--- config.mk ---
export PLATFORM = sky130hd
export DESIGN_NAME = tbsl_loader
export DESIGN_NICKNAME = d
export VERILOG_FILES = /design/src/hw/tbsl_pkg.sv /design/src/hw/tbsl_loader.sv
export SDC_FILE = /design/constraint.sdc
export NUM_CORES = 1
export LEC_CHECK = 0
export BUFFER_PORTS_ARGS = -buffer_cell sky130_fd_sc_hd__buf_2
export CAP_MARGIN = 10
export CORE_UTILIZATION = 55
export CTS_BUF_LIST = sky130_fd_sc_hd__clkbuf_16
export DETAILED_ROUTE_END_ITERATION = 16
export PLACE_DENSITY_LB_ADDON = 0.3
export SKIP_CTS_REPAIR_TIMING = 1
export SYNTH_ARGS = -nofsm -noshare
export SYNTH_HDL_FRONTEND = slang
export SYNTH_SLANG_ARGS = --single-unit
--- constraint.sdc ---
create_clock -name i_core_clk -period 5.7 [get_ports i_core_clk]
set_input_delay 0.285 -clock i_core_clk [delete_from_list [all_inputs] [get_ports i_core_clk]]
set_output_delay 0.285 -clock i_core_clk [all_outputs]
set_load 0.02 [all_outputs]
--- src/hw/tbsl_pkg.sv ---
package tbsl_pkg;
   // ---------------------------------------------------------------
   // register map (word aligned byte offsets)
   // ---------------------------------------------------------------
   localparam logic [7:0]  REG_SEC_CFG    = 8'h00;  // tile_security_config
   localparam logic [7:0]  REG_CTRL       = 8'h04;  // boot control
   localparam logic [7:0]  REG_STATUS     = 8'h08;  // boot status
   localparam logic [7:0]  REG_CRC        = 8'h0C;  // computed crc
   localparam logic [7:0]  REG_LEN        = 8'h10;  // image length in words
   localparam logic [7:0]  REG_CHECK      = 8'h14;  // received check word
   // ---------------------------------------------------------------
   // security word fields
   // ---------------------------------------------------------------
   localparam int          SEC_JTAG_OFF   = 0;
   localparam int          SEC_LINK_OFF   = 1;
   localparam int          SEC_SECURE     = 5;
   localparam int          SEC_REDUND     = 7;
   localparam int          SEC_LOCK_LO    = 8;
   localparam int          SEC_MASTER     = 12;
   localparam int          SEC_JTAG_OTP   = 13;
   localparam int          SEC_DBG_OFF    = 14;
   localparam int          SEC_GP_LO      = 15;
   localparam int          SEC_GP_HI      = 21;
   localparam int          SEC_UC_LO      = 22;
   localparam logic [31:0] SEC_GP_MASK    = 32'h003F_8000;  // bits 21..15 general purpose, read only over the bus
   // ---------------------------------------------------------------
   // otp geometry and image format
   // ---------------------------------------------------------------
   localparam int          OTP_SECTORS    = 4;
   localparam int          OTP_ROWS       = 512;
   localparam int          OTP_AW         = 11;
   localparam logic [10:0] OTP_SEC_ROW    = 11'h7FF;  // security word row
   localparam logic [31:0] CRC_POLY       = 32'hEDB8_8320;
   localparam logic [31:0] CRC_INIT       = 32'hFFFF_FFFF;
   localparam logic [31:0] NO_CRC_MAGIC   = 32'h0D15_AB1E;
   localparam logic [7:0]  STS_RESET      = 8'h00;
   // ---------------------------------------------------------------
   // timing
   // ---------------------------------------------------------------
   localparam int          CLK_MHZ        = 40;
   localparam int          RST_SEQ_US     = 15;  // least internal reset time
   localparam int          RST_SEQ_CYC    = RST_SEQ_US * CLK_MHZ;
   // boot sequencer states
   typedef enum logic [8:0] {
      ST_RESET  = 9'h001,
      ST_SECRD  = 9'h002,
      ST_SECWT  = 9'h004,
      ST_HEAD   = 9'h008,
      ST_BODY   = 9'h010,
      ST_CHECK  = 9'h020,
      ST_VERIFY = 9'h040,
      ST_RUN    = 9'h080,
      ST_ERROR  = 9'h100
   } tbsl_state_t;
endpackage : tbsl_pkg

--- src/hw/tbsl_loader.sv ---
// Functional notes
// held in reset while chip reset low
// pull-downs on all gpio in reset
// boot starts 15 to 150 us after release
// security bit 5 selects otp, else flash
// secure boot starts at otp address 0
// image is length, s words, check word
// magic check word skips crc check
// length and check word lsb first
// load at sram 0, run from 0
// crc over length and program bytes
// reflected crc 0xEDB88320, init ones, inverted
// security word loaded from otp first
// further otp content copied and executed
// otp is four sectors of 512 rows
// bit 0 blocks jtag tile access
// bit 1 blocks switch access to state
// bit 7 enables redundant otp rows
// bits 8..11 lock sectors 0..3
// bit 12 inhibits all otp programming
// bit 13 blocks jtag otp access
// bit 14 disables debug sync pin
// bits 15..21 gp, 22..31 usercode extension
// crc mismatch holds tile in error
//
// Our own choices: the register offsets and the Wishbone interface to the registers.
`timescale 1ns/100ps
module tbsl_loader #(
   parameter int GPIO_W  = 16,
   parameter int SRAM_AW = 15,
   parameter int RST_CYC = tbsl_pkg::RST_SEQ_CYC
) (
   // clock and reset
   input  wire logic                      i_core_clk,
   input  wire logic                      i_srst,
   input  wire logic                      i_chip_rst_n,
   // wishbone slave
   input  wire logic                      i_wb_cyc,
   input  wire logic                      i_wb_stb,
   input  wire logic                      i_wb_we,
   input  wire logic [7:0]                i_wb_adr,
   input  wire logic [3:0]                i_wb_sel,
   input  wire logic [31:0]               i_wb_dat,
   output logic      [31:0]               o_wb_dat,
   output logic                           o_wb_ack,
   // flash byte stream
   output logic                           o_fl_req,
   input  wire logic                      i_fl_vld,
   input  wire logic [7:0]                i_fl_byte,
   // otp read port
   output logic                           o_otp_rd,
   output logic      [tbsl_pkg::OTP_AW-1:0] o_otp_addr,
   output logic                           o_otp_redund,
   input  wire logic                      i_otp_vld,
   input  wire logic [31:0]               i_otp_data,
   // sram write port
   output logic                           o_sram_we,
   output logic      [SRAM_AW-1:0]        o_sram_addr,
   output logic      [7:0]                o_sram_byte,
   // tile control and protection
   output logic                           o_tile_rst,
   output logic                           o_tile_run,
   output logic      [31:0]               o_tile_pc,
   output logic                           o_gpio_pd,
   output logic      [GPIO_W-1:0]         o_gpio_pd_en,
   output logic                           o_jtag_block,
   output logic                           o_link_block,
   output logic                           o_jtag_otp_block,
   output logic                           o_debug_pin_off,
   output logic      [tbsl_pkg::OTP_SECTORS-1:0] o_otp_prog_lock,
   output logic      [9:0]                o_usercode_ext
);
   import tbsl_pkg::*;

   // ---------------------------------------------------------------
   // crc helper
   // ---------------------------------------------------------------
   function automatic logic [31:0] crc_byte(input logic [31:0] c, input logic [7:0] b);
      logic [31:0] r;
      r = c ^ {24'h000000, b};
      for (int k = 0; k < 8; k++) begin
         r = r[0] ? ((r >> 1) ^ CRC_POLY) : (r >> 1);
      end
      return r;
   endfunction : crc_byte

   tbsl_state_t   state_q;
   logic [12:0]   dly_q;
   logic [31:0]   sec_q;
   logic [31:0]   crc_q;
   logic [31:0]   len_q;
   logic [31:0]   chk_q;
   logic [31:0]   cnt_q;
   logic [1:0]    bidx_q;
   logic [31:0]   word_q;
   logic          word_vld_q;
   logic          use_otp_q;
   logic [OTP_AW-1:0] oaddr_q;
   logic          rd_pend_q;
   logic          boot_hold_q;
   logic [7:0]    byte_in;
   logic          byte_vld;
   logic          in_rst;
   logic [31:0]   prog_bytes;

   // chip reset holds device
   assign in_rst     = i_srst | ~i_chip_rst_n;
   assign prog_bytes = {len_q[29:0], 2'b00};

   // ---------------------------------------------------------------
   // byte source: flash stream or otp words split lsb first
   // ---------------------------------------------------------------
   // source select by bit 5
   always_comb begin
      if (use_otp_q) begin
         byte_vld = word_vld_q;
         byte_in  = word_q[8*bidx_q +: 8];
      end else begin
         byte_vld = i_fl_vld & o_fl_req;
         byte_in  = i_fl_byte;
      end
   end

   // otp word fetch and byte split
   always_ff @(posedge i_core_clk) begin
      if (in_rst) begin
         word_vld_q <= 1'b0;
         word_q     <= 32'h0000_0000;
         bidx_q     <= 2'b00;
         rd_pend_q  <= 1'b0;
         o_otp_rd   <= 1'b0;
         oaddr_q    <= '0;
      end else begin
         o_otp_rd <= 1'b0;
         if (state_q == ST_SECRD) begin
            // fetch security word row
            o_otp_rd  <= 1'b1;
            oaddr_q   <= OTP_SEC_ROW;
            rd_pend_q <= 1'b1;
         end else if (state_q == ST_SECWT) begin
            if (i_otp_vld) begin
               rd_pend_q <= 1'b0;
               // image begins at otp row 0
               oaddr_q   <= '0;
            end
         end else if (use_otp_q && (state_q == ST_HEAD || state_q == ST_BODY || state_q == ST_CHECK)) begin
            if (!word_vld_q && !rd_pend_q) begin
               // rest of otp copied in
               o_otp_rd  <= 1'b1;
               rd_pend_q <= 1'b1;
            end else if (rd_pend_q && i_otp_vld) begin
               rd_pend_q  <= 1'b0;
               word_q     <= i_otp_data;
               word_vld_q <= 1'b1;
               bidx_q     <= 2'b00;
               oaddr_q    <= oaddr_q + 11'h001;
            end else if (word_vld_q) begin
               // low byte first
               bidx_q <= bidx_q + 2'b01;
               if (bidx_q == 2'b11) begin
                  word_vld_q <= 1'b0;
               end
            end
         end
      end
   end

   // ---------------------------------------------------------------
   // boot sequencer
   // ---------------------------------------------------------------
   always_ff @(posedge i_core_clk) begin
      if (in_rst) begin
         state_q     <= ST_RESET;
         dly_q       <= '0;
         sec_q       <= 32'h0000_0000;
         use_otp_q   <= 1'b0;
         crc_q       <= CRC_INIT;
         len_q       <= 32'h0000_0000;
         chk_q       <= 32'h0000_0000;
         cnt_q       <= 32'h0000_0000;
         o_sram_we   <= 1'b0;
         o_sram_addr <= '0;
         o_sram_byte <= 8'h00;
         o_fl_req    <= 1'b0;
         o_tile_run  <= 1'b0;
         o_tile_pc   <= 32'h0000_0000;
      end else begin
         o_sram_we <= 1'b0;
         case (state_q)
            // internal reset delay
            ST_RESET: begin
               dly_q <= dly_q + 13'h0001;
               if (int'(dly_q) >= RST_CYC - 1) begin
                  state_q <= ST_SECRD;
               end
            end
            ST_SECRD: state_q <= ST_SECWT;
            ST_SECWT: begin
               if (i_otp_vld) begin
                  sec_q     <= i_otp_data;
                  use_otp_q <= i_otp_data[SEC_SECURE];
                  o_fl_req  <= ~i_otp_data[SEC_SECURE];
                  cnt_q     <= 32'h0000_0000;
                  state_q   <= ST_HEAD;
               end
            end
            // length word first
            ST_HEAD: begin
               if (byte_vld) begin
                  // length covered by crc
                  crc_q <= crc_byte(crc_q, byte_in);
                  // assemble lsb first
                  len_q <= {byte_in, len_q[31:8]};
                  cnt_q <= cnt_q + 32'h0000_0001;
                  if (cnt_q == 32'h0000_0003) begin
                     cnt_q   <= 32'h0000_0000;
                     state_q <= ({byte_in, len_q[31:8]} == 32'h0000_0000) ? ST_CHECK : ST_BODY;
                  end
               end
            end
            ST_BODY: begin
               if (byte_vld) begin
                  // program bytes in crc
                  crc_q <= crc_byte(crc_q, byte_in);
                  // copy from lowest sram
                  o_sram_we   <= 1'b1;
                  o_sram_addr <= cnt_q[SRAM_AW-1:0];
                  o_sram_byte <= byte_in;
                  cnt_q       <= cnt_q + 32'h0000_0001;
                  if (cnt_q == prog_bytes - 32'h0000_0001) begin
                     cnt_q   <= 32'h0000_0000;
                     state_q <= ST_CHECK;
                  end
               end
            end
            ST_CHECK: begin
               if (byte_vld) begin
                  // check word lsb first
                  chk_q <= {byte_in, chk_q[31:8]};
                  cnt_q <= cnt_q + 32'h0000_0001;
                  if (cnt_q == 32'h0000_0003) begin
                     o_fl_req <= 1'b0;
                     state_q  <= ST_VERIFY;
                  end
               end
            end
            ST_VERIFY: begin
               // magic skips check
               // inverted residue compared
               if (chk_q == NO_CRC_MAGIC || chk_q == ~crc_q) begin
                  state_q <= ST_RUN;
               end else begin
                  // mismatch holds error
                  state_q <= ST_ERROR;
               end
            end
            ST_RUN: begin
               // start at address 0
               o_tile_pc  <= 32'h0000_0000;
               o_tile_run <= ~boot_hold_q;
            end
            ST_ERROR: o_tile_run <= 1'b0;
            default:  state_q <= ST_RESET;
         endcase
      end
   end

   // ---------------------------------------------------------------
   // pins and protection outputs
   // ---------------------------------------------------------------
   always_ff @(posedge i_core_clk) begin
      if (in_rst) begin
         // pull-downs while in reset
         o_gpio_pd        <= 1'b1;
         o_gpio_pd_en     <= '1;
         o_tile_rst       <= 1'b1;
         o_jtag_block     <= 1'b0;
         o_link_block     <= 1'b0;
         o_jtag_otp_block <= 1'b0;
         o_debug_pin_off  <= 1'b0;
         o_otp_prog_lock  <= '0;
         o_otp_redund     <= 1'b0;
         o_usercode_ext   <= 10'h000;
         o_otp_addr       <= '0;
      end else begin
         o_gpio_pd        <= 1'b0;
         o_gpio_pd_en     <= '0;
         o_tile_rst       <= (state_q != ST_RUN);
         o_otp_addr       <= (state_q == ST_SECRD) ? OTP_SEC_ROW : oaddr_q;
         // jtag tile block
         o_jtag_block     <= sec_q[SEC_JTAG_OFF];
         // switch access block
         o_link_block     <= sec_q[SEC_LINK_OFF];
         // redundant rows
         o_otp_redund     <= sec_q[SEC_REDUND];
         // four sector locks
         // per sector lock
         // master lock covers all
         o_otp_prog_lock  <= sec_q[SEC_LOCK_LO +: OTP_SECTORS] | {OTP_SECTORS{sec_q[SEC_MASTER]}};
         // jtag otp block
         o_jtag_otp_block <= sec_q[SEC_JTAG_OTP];
         // debug pin off
         o_debug_pin_off  <= sec_q[SEC_DBG_OFF];
         // usercode extension
         o_usercode_ext   <= sec_q[31:SEC_UC_LO];
      end
   end

   // ---------------------------------------------------------------
   // wishbone slave: one wait state, ack one cycle
   // ---------------------------------------------------------------
   always_ff @(posedge i_core_clk) begin
      if (in_rst) begin
         o_wb_ack    <= 1'b0;
         o_wb_dat    <= 32'h0000_0000;
         boot_hold_q <= 1'b0;
      end else begin
         o_wb_ack <= i_wb_cyc & i_wb_stb & ~o_wb_ack;
         // control write lands on the edge that carries ack
         if (i_wb_cyc && i_wb_stb && o_wb_ack && i_wb_we && i_wb_adr == REG_CTRL && i_wb_sel[0]) begin
            boot_hold_q <= i_wb_dat[0];
         end
         if (i_wb_cyc && i_wb_stb && !o_wb_ack) begin
            case (i_wb_adr)
               REG_SEC_CFG: o_wb_dat <= sec_q;
               REG_CTRL:    o_wb_dat <= {31'h0000_0000, boot_hold_q};
               REG_STATUS:  o_wb_dat <= {23'h000000, state_q};
               REG_CRC:     o_wb_dat <= ~crc_q;
               REG_LEN:     o_wb_dat <= len_q;
               REG_CHECK:   o_wb_dat <= chk_q;
               default:     o_wb_dat <= 32'h0000_0000;
            endcase
         end
      end
   end
endmodule : tbsl_loader

==> metrics, run 1 <==
Power Dens Cells=269 mW/mm^2; Placer Congestion=about 1; Post-Synth Adder-Cell Area=less than 1%; Setup WS pre-CTS=1.72 ns; Yosys top cell by area=dfxtp_1; sequential area share after synthesis=41.1%; die height=approximately 170 um; RSZ-0062 raised after global routing=false; Syn-to-layout area delta=11.7%; Synth Area in Compound Gates=approximately 17%; share of the synthesized area in the top cell type=41.1%; leakage power=6.35 nW; Yosys reg bits=322; Worst Hold Class=in2reg; DR pass1 iterations=9; Ant. Diodes=0; # DRC=0; largest net degree at the start of global routing=~100; Final setup viols=0; simple-gate share of the synthesized area=about a quarter; Die W=about 170 um; Post-Synthesis Cells=1978; final setup skew=between 0.02 and 0.025 ns; Initial DRC Count=between 1500 and 2000; r2r endpoint=cnt_q[3]; Clock transition at path regs=0.06 ns; share of cells above drive strength 1=roughly an eighth; Synth Cell Area=approximately 0.016 sq mm; Hold Path End=word_q[11]; hold path start=i_otp_data[11]; Hold Slack=between 0.002 and 0.003 ns; met3 routed WL=~5200 um; main flop type after synthesis=dfxtp_1; Tcrit/Tclk final=about 72%; Starting Density=between 50% and 60%; XOR/XNOR Fraction of Synth Area=approximately 8.7%; CP endpoint kind=flip-flop; peak ir drop on the vdd network=~0.25 mV; Final Max Slew Viols=0; GRT overflow=0; Worst EP required=between 6 and 7 ns; Rel. slew slack=roughly a fifth; multi-input combinational cell area=around 0.0084 sq mm; num ports=232; Worst-Margin Slew=between 1 and 1.5 ns; via total after detailed routing=about 15000; post-route cell area=0.0175 sq mm; dpl cell area=roughly 0.016 sq mm; largest family of logic cells by synthesized area=simple AND/OR/NAND/NOR gates; core area=0.0279 sq mm; Vias/cell=a little over 6; final wirelength=approximately 48000 um; outcome=completed; Critical R2R Launch=len_q[0]; Max-cap violations=0; met2 wire length=21300 um; mux cell area share after synthesis=2.62%; signal arrival time at the worst endpoint=roughly 4.5 ns; # clock sinks=about 320; largest cells by area after synthesis=dfxtp_1 41%, nand2_1 8.9%, xnor2_1 5.6%; reg2reg path depth=10; full die area=about 0.029 sq mm; CTS Buffer Depth=3; fillcell total=2454; Crit Path Category=reg2reg; antenna violations before repair=1; TritonCTS clock tree=yes; FMAX=around 240 MHz; Highest Signal Layer=met5; antenna viol nets, final=0; R2R Setup Slk=1.60 ns; crit path launch type=flip-flop; hold violation count in the final report=0; vias in the first global route=approximately 13000; first-pass GRT wire length=~74000 um; Cells on Worst Hold Path=3; fin worst setup slack=around 1.6 ns; Post-synth EDFFs=0; routed length per instance=19.7 um; Syn. warnings=0; met1 WL=just under 20000 um; Final nets=2137; CP max FO=25; Fin Setup TNS=0 ns; std cell rows=61; Num CTS Buffers=35; clk root buf=clkbuf_16; dpl hpwl=roughly 34000 um; H-Tree Level Count=2; GRT Overall Usage=roughly a third; Mapped Avg Cell Area=~8 sq um; clk_lat worst skew=about 0.53 ns; fin util=a little over three fifths; Synth cell types=73; IO buf count=165; minimum clock period=just over 4 ns; share of flip-flops with an asynchronous set or reset=0%; area occupied by registers=approximately 0.0064 sq mm
[layer usage]
metal / vias to the layer above / GRT usage, %
li1: 6913 / -
met1: 6941 / 44.4
met2: 840 / 49.4
met3: 124 / 7.01
met4: 2 / 14.8
met5: - / 0
[layout make-up]
cell class,instances,area share (%)
Clock inverter,26,1.14
Timing Repair Buffer,188,5.70
Sequential cell,322,36.8
Inverter,15,0.364
Clock buffer,37,5.29
Tap cell,378,2.70
Multi-Input combinational cell,1478,48.0
[metrics by stage]
stage	instances	power, mW
floorplan	2009	2.47
global placement	2381	2.52
detailed placement	2381	2.52
CTS	2444	4.73
global route	2444	4.84
finish	2444	4.72
[worst max-delay path, cell delays in order (launching register included)]
cell and delay [ns]:
dfxtp_1 0.38, inv_1 0.09, ha_1 0.26, nor4b_1 0.66
nand4_1 0.42, or3b_2 0.57, a211o_1 0.31, or4b_4 0.54
o221a_4 0.36, nand2_2 0.24, o21ai_0 0.13
[power by group]
part           internal, mW  switching [mW]
sequential             2.25         0.00255
clock                  1.31           0.929
combinational        0.0656           0.156
total                  3.63            1.09
[Yosys cell counts, types with 4 or more instances]
master,number
nand2_1,373
dfxtp_1,322
nor2_1,193
a21oi_1,170
clkbuf_1,135
xnor2_1,100
o21ai_0,86
xor2_1,56
buf_4,48
nor3_1,46
a22oi_1,35
nand3_1,35
and3_1,34
nor4_1,24
a222oi_1,23
and2_1,23
mux2i_1,23
nand4_1,23
a211oi_1,19
o21ai_1,19
or3_1,18
inv_1,15
a31oi_1,13
o211ai_1,12
a221oi_1,11
mux4_2,8
or4_1,8
nor4b_1,7
or2_2,7
nand3b_1,6
buf_1,5
ha_1,5
nand4b_1,5
nor4bb_1,4
o22ai_1,4
[kinds of logic (layout without fill, tap and decap cells)]
kind of cell / after synthesis / after routing
AO/OA/AOI/OAI: 426 / 426
XOR/XNOR: 156 / 156
adder cells (fa/ha/maj): 5 / 5
buffers and inverters: 209 / 266
flip-flops: 322 / 322
multiplexers: 31 / 31
other: 1 / 32
AND/OR/NAND/NOR: 828 / 828
[state kept, by name (all words and copies together), names as in the netlist, 2 cells and up]
signal,flops
dly_q,13
state_q,9
word_q,32
o_otp_addr,11
len_q,32
bidx_q,2
oaddr_q,11
sec_q,32
chk_q,32
crc_q,32
o_sram_addr,15
cnt_q,32
o_sram_byte,8
o_usercode_ext,10
o_otp_prog_lock,4
o_wb_dat,32
[how the worst max path moves through the flow]
stage,startpoint,end,cells past startpoint
6_report,len_q[0],cnt_q[3],10
5_1_grt,len_q[0],cnt_q[27],10
4_1_cts,len_q[0],cnt_q[3],10
3_5_place_dp,len_q[0],cnt_q[3],10
3_3_place_gp,len_q[0],cnt_q[28],10
2_1_floorplan,len_q[0],cnt_q[30],11
[layout by cell type (no fill, tap or decap), drive strengths merged, types with 8 or more instances in the layout]
cell type / instances
nand2: 374
dfxtp: 322
nor2: 193
buf: 188
a21oi: 170
o21ai: 105
xnor2: 100
xor2: 56
nor3: 47
clkbuf: 37
nand3: 35
a22oi: 35
and3: 34
conb: 32
nor4: 25
and2: 24
mux2i: 23
nand4: 23
a222oi: 23
inv: 22
a211oi: 19
or3: 18
clkinv: 15
a31oi: 13
o211ai: 12
a221oi: 11
or4: 9
mux4: 8
No activity file was read; power rests on OpenSTA's default activity.
==> run 2, diff against run 1 <==
- ABC_AREA: not set -> 1
- clock period: 5.7 -> 3.83 ns (I/O delays scaled with it)
==> metrics, run 2 <==
CTS Buffer Depth=3 (unchanged); largest cells by area after synthesis=dfxtp_1 38%, nand2_1 13%, a21oi_1 8.1%; Crit Path Category=reg2reg; leakage power=7.99 nW (+26%); Max-cap violations=0 (unchanged); most frequent cells in the layout=569 x nand2_1, 322 x dfxtp_1, 286 x inv_1; Mapped Avg Cell Area=6.82 sq um (-14%); first-pass GRT wire length=86400 um (+17%); Setup crit end=crc_q[19]; Ant. Diodes=0 (unchanged); main flop type after synthesis=dfxtp_1; Yosys top cell by area=dfxtp_1; vias in the first global route=15384 (+17%); clk_lat worst skew=0.54 ns (about the same); GRT Overall Usage=35.4% (+2.8 points); violated checks=DRC, hold timing; share of flip-flops with an asynchronous set or reset=0% (unchanged); Final setup viols=0 (unchanged); fin util=62.7% (about the same); std cell rows=64 (+4.9%); commonest cells in the netlist=569 x nand2_1, 322 x dfxtp_1, 279 x inv_1; antenna viol nets, final=0 (unchanged); share of the synthesized area in the top cell type=37.8% (-3.4 points); final setup skew=0.0181 ns (-0.00600 ns); final wirelength=56800 um (+18%); Tcrit/Tclk final=82.5% (+11 points); Post-synth EDFFs=0 (unchanged); IO buf count=165 (unchanged); FMAX=316 MHz (+30%); Num CTS Buffers=37 (+5.7%); num ports=232 (unchanged); via total after detailed routing=17266 (+17%); TritonCTS clock tree=yes; # clock sinks=322 (unchanged); most common cell after layout, fill and taps aside=nand2_1; antenna violations before repair=1 (unchanged); Initial DRC Count=1898 (+9.7%); fillcell total=2850 (+16%); CP endpoint kind=flip-flop; Post-Synthesis Cells=2502 (+26%); GRT overflow=0 (unchanged); core area=0.0306 sq mm (+9.5%); Placer Congestion=0.970 (-3.4%); Yosys reg bits=322 (unchanged); minimum clock period=3.16 ns (-0.943 ns); Synth cell types=50 (-32%); CP max FO=14 (-44%); r2r endpoint=crc_q[19]; Hold Slack=-0.0357 ns (-0.0383 ns); area occupied by registers=0.00645 sq mm (unchanged); dpl hpwl=41300 um (+23%); H-Tree Level Count=2 (unchanged); Worst-Margin Slew=0.981 ns (-0.204 ns); # DRC=1 (+1); top-count cell post-synth=nand2_1; Final Max Slew Viols=0 (unchanged); Worst Hold Class=in2reg; Worst EP required=4.24 ns (-1.85 ns); peak ir drop on the vdd network=0.396 mV (+58%); crit path launch type=flip-flop; Syn-to-layout area delta=12.3%; Final nets=2705 (+27%); RSZ-0062 raised after global routing=false; Worst Setup SP=bidx_q[0]; Synth Cell Area=0.0171 sq mm (+8.9%); reg2reg path depth=17 (+7); Fin Setup TNS=0 ns (unchanged); Vias/cell=5.70 (-6.1%); Starting Density=55.8% (-0.32 points); overall power=7.56 mW (+60%); Power Dens Cells=394 mW/mm^2 (+46%); Rel. slew slack=34.5% (+14 points); clk root buf=clkbuf_16; full die area=0.0317 sq mm (+8.8%); share of cells above drive strength 1=11.5% (-1.8 points); Syn. warnings=0 (unchanged); outcome=finished, violations left; Die W=178 um (+4.3%); largest net degree at the start of global routing=175 (+68%); die height=178 um (+4.3%); hold violation count in the final report=10 (+10); Clock transition at path regs=0.06 ns (about the same); Critical R2R Launch=bidx_q[0]; R2R Setup Slk=0.67 ns (-0.93 ns); multi-input combinational cell area=0.00876 sq mm (+4.2%); routed length per instance=18.8 um (-5.0%); DR pass1 iterations=12 (+3); signal arrival time at the worst endpoint=3.58 ns (-0.91 ns); sequential area share after synthesis=37.8% (-3.4 points)
[run 2: changes by cell type in the layout (fill, tap and decap cells not counted), moves of 68 or more]
cell,change
a21oi_1,+107
inv_1,+266
nand2_1,+196
nand3_1,+68
o21ai_0,+108
xnor2_1,-75
[run 2: report_power, final]
group / total [mW] / internal, mW / leakage (nW) / switching (mW)
Sequential: 3.41 / 3.38 / 2.59 / 0.0346
Clock: 3.42 / 1.96 / 0.586 / 1.46
Combinational: 0.726 / 0.213 / 4.81 / 0.513
Total: 7.56 / 5.55 / 7.99 / 2.01
[run 2: how the worst min path moves through the flow]
stage	from	to	slack (ns)	cells past startpoint
floorplan	i_wb_dat[0]	boot_hold_q	0.32	2
global placement	sec_q[15]	sec_q[15]	0.44	2
detailed placement	sec_q[15]	sec_q[15]	0.45	2
CTS	i_wb_dat[0]	boot_hold_q	-0.1	3
global route	i_otp_data[26]	sec_q[26]	0.01	3
finish	i_otp_data[29]	sec_q[29]	-0.04	3
[run 2: critical path, cell delays in order, from the launching register on]
cell and delay, ns:
dfxtp_1 0.63, nand2_1 0.13, o211ai_1 0.11, nand3_1 0.09, o21ai_0 0.35, inv_1 0.14, nand2_1 0.09, nand2_1 0.29
inv_1 0.24, nand2_1 0.07, nand2_1 0.24, nand2_1 0.11, nand2_1 0.08, nand2_1 0.06, nand2_1 0.11, nand2_1 0.06
nand3_1 0.11, nand2_1 0.08
[run 2: cells by family after synthesis]
family / after synthesis / share of synthesized area [%]
AOI/OAI and AO/OA: 584 / 18.9
other: 1 / 0.0220
adders and majority gates: 5 / 0.367
and+or+nand+nor: 1032 / 26.0
DFF: 322 / 37.8
buffers and inverters: 465 / 11.7
xor gates and xnor gates: 93 / 5.19
[run 2: stage by stage]
| stage | setup slack (ns) | cell area [sq um] | std cells |
|---|---|---|---|
| 3_5_place_dp | 0.819 | 17800 | 2943 |
| 3_3_place_gp | 0.902 | 17800 | 2943 |
| 5_1_grt | 0.362 | 19200 | 3031 |
| 4_1_cts | 0.759 | 19000 | 3009 |
| 6_report | 0.668 | 19200 | 3031 |
| 2_1_floorplan | 1.60 | 17200 | 2533 |
[run 2: routing by layer]
layer,share of wire [%],wire length [um],vias to the layer above,global-route usage (%)
met3,7.9,4480,166,6.22
met4,5.6,3170,2,18.5
met2,45,25400,761,55.6
met1,42,23700,8007,46.3
li1,-,-,8330,-
met5,0.023,13,-,0
[run 2: layout make-up]
class,count,share of cell area [%]
well taps,396,2.58
clock inverters,29,1.11
multi-input cells,1746,45.7
clock buffers,37,4.83
repair buffers,211,6.46
inverters,290,5.70
flip-flops and latches,322,33.6
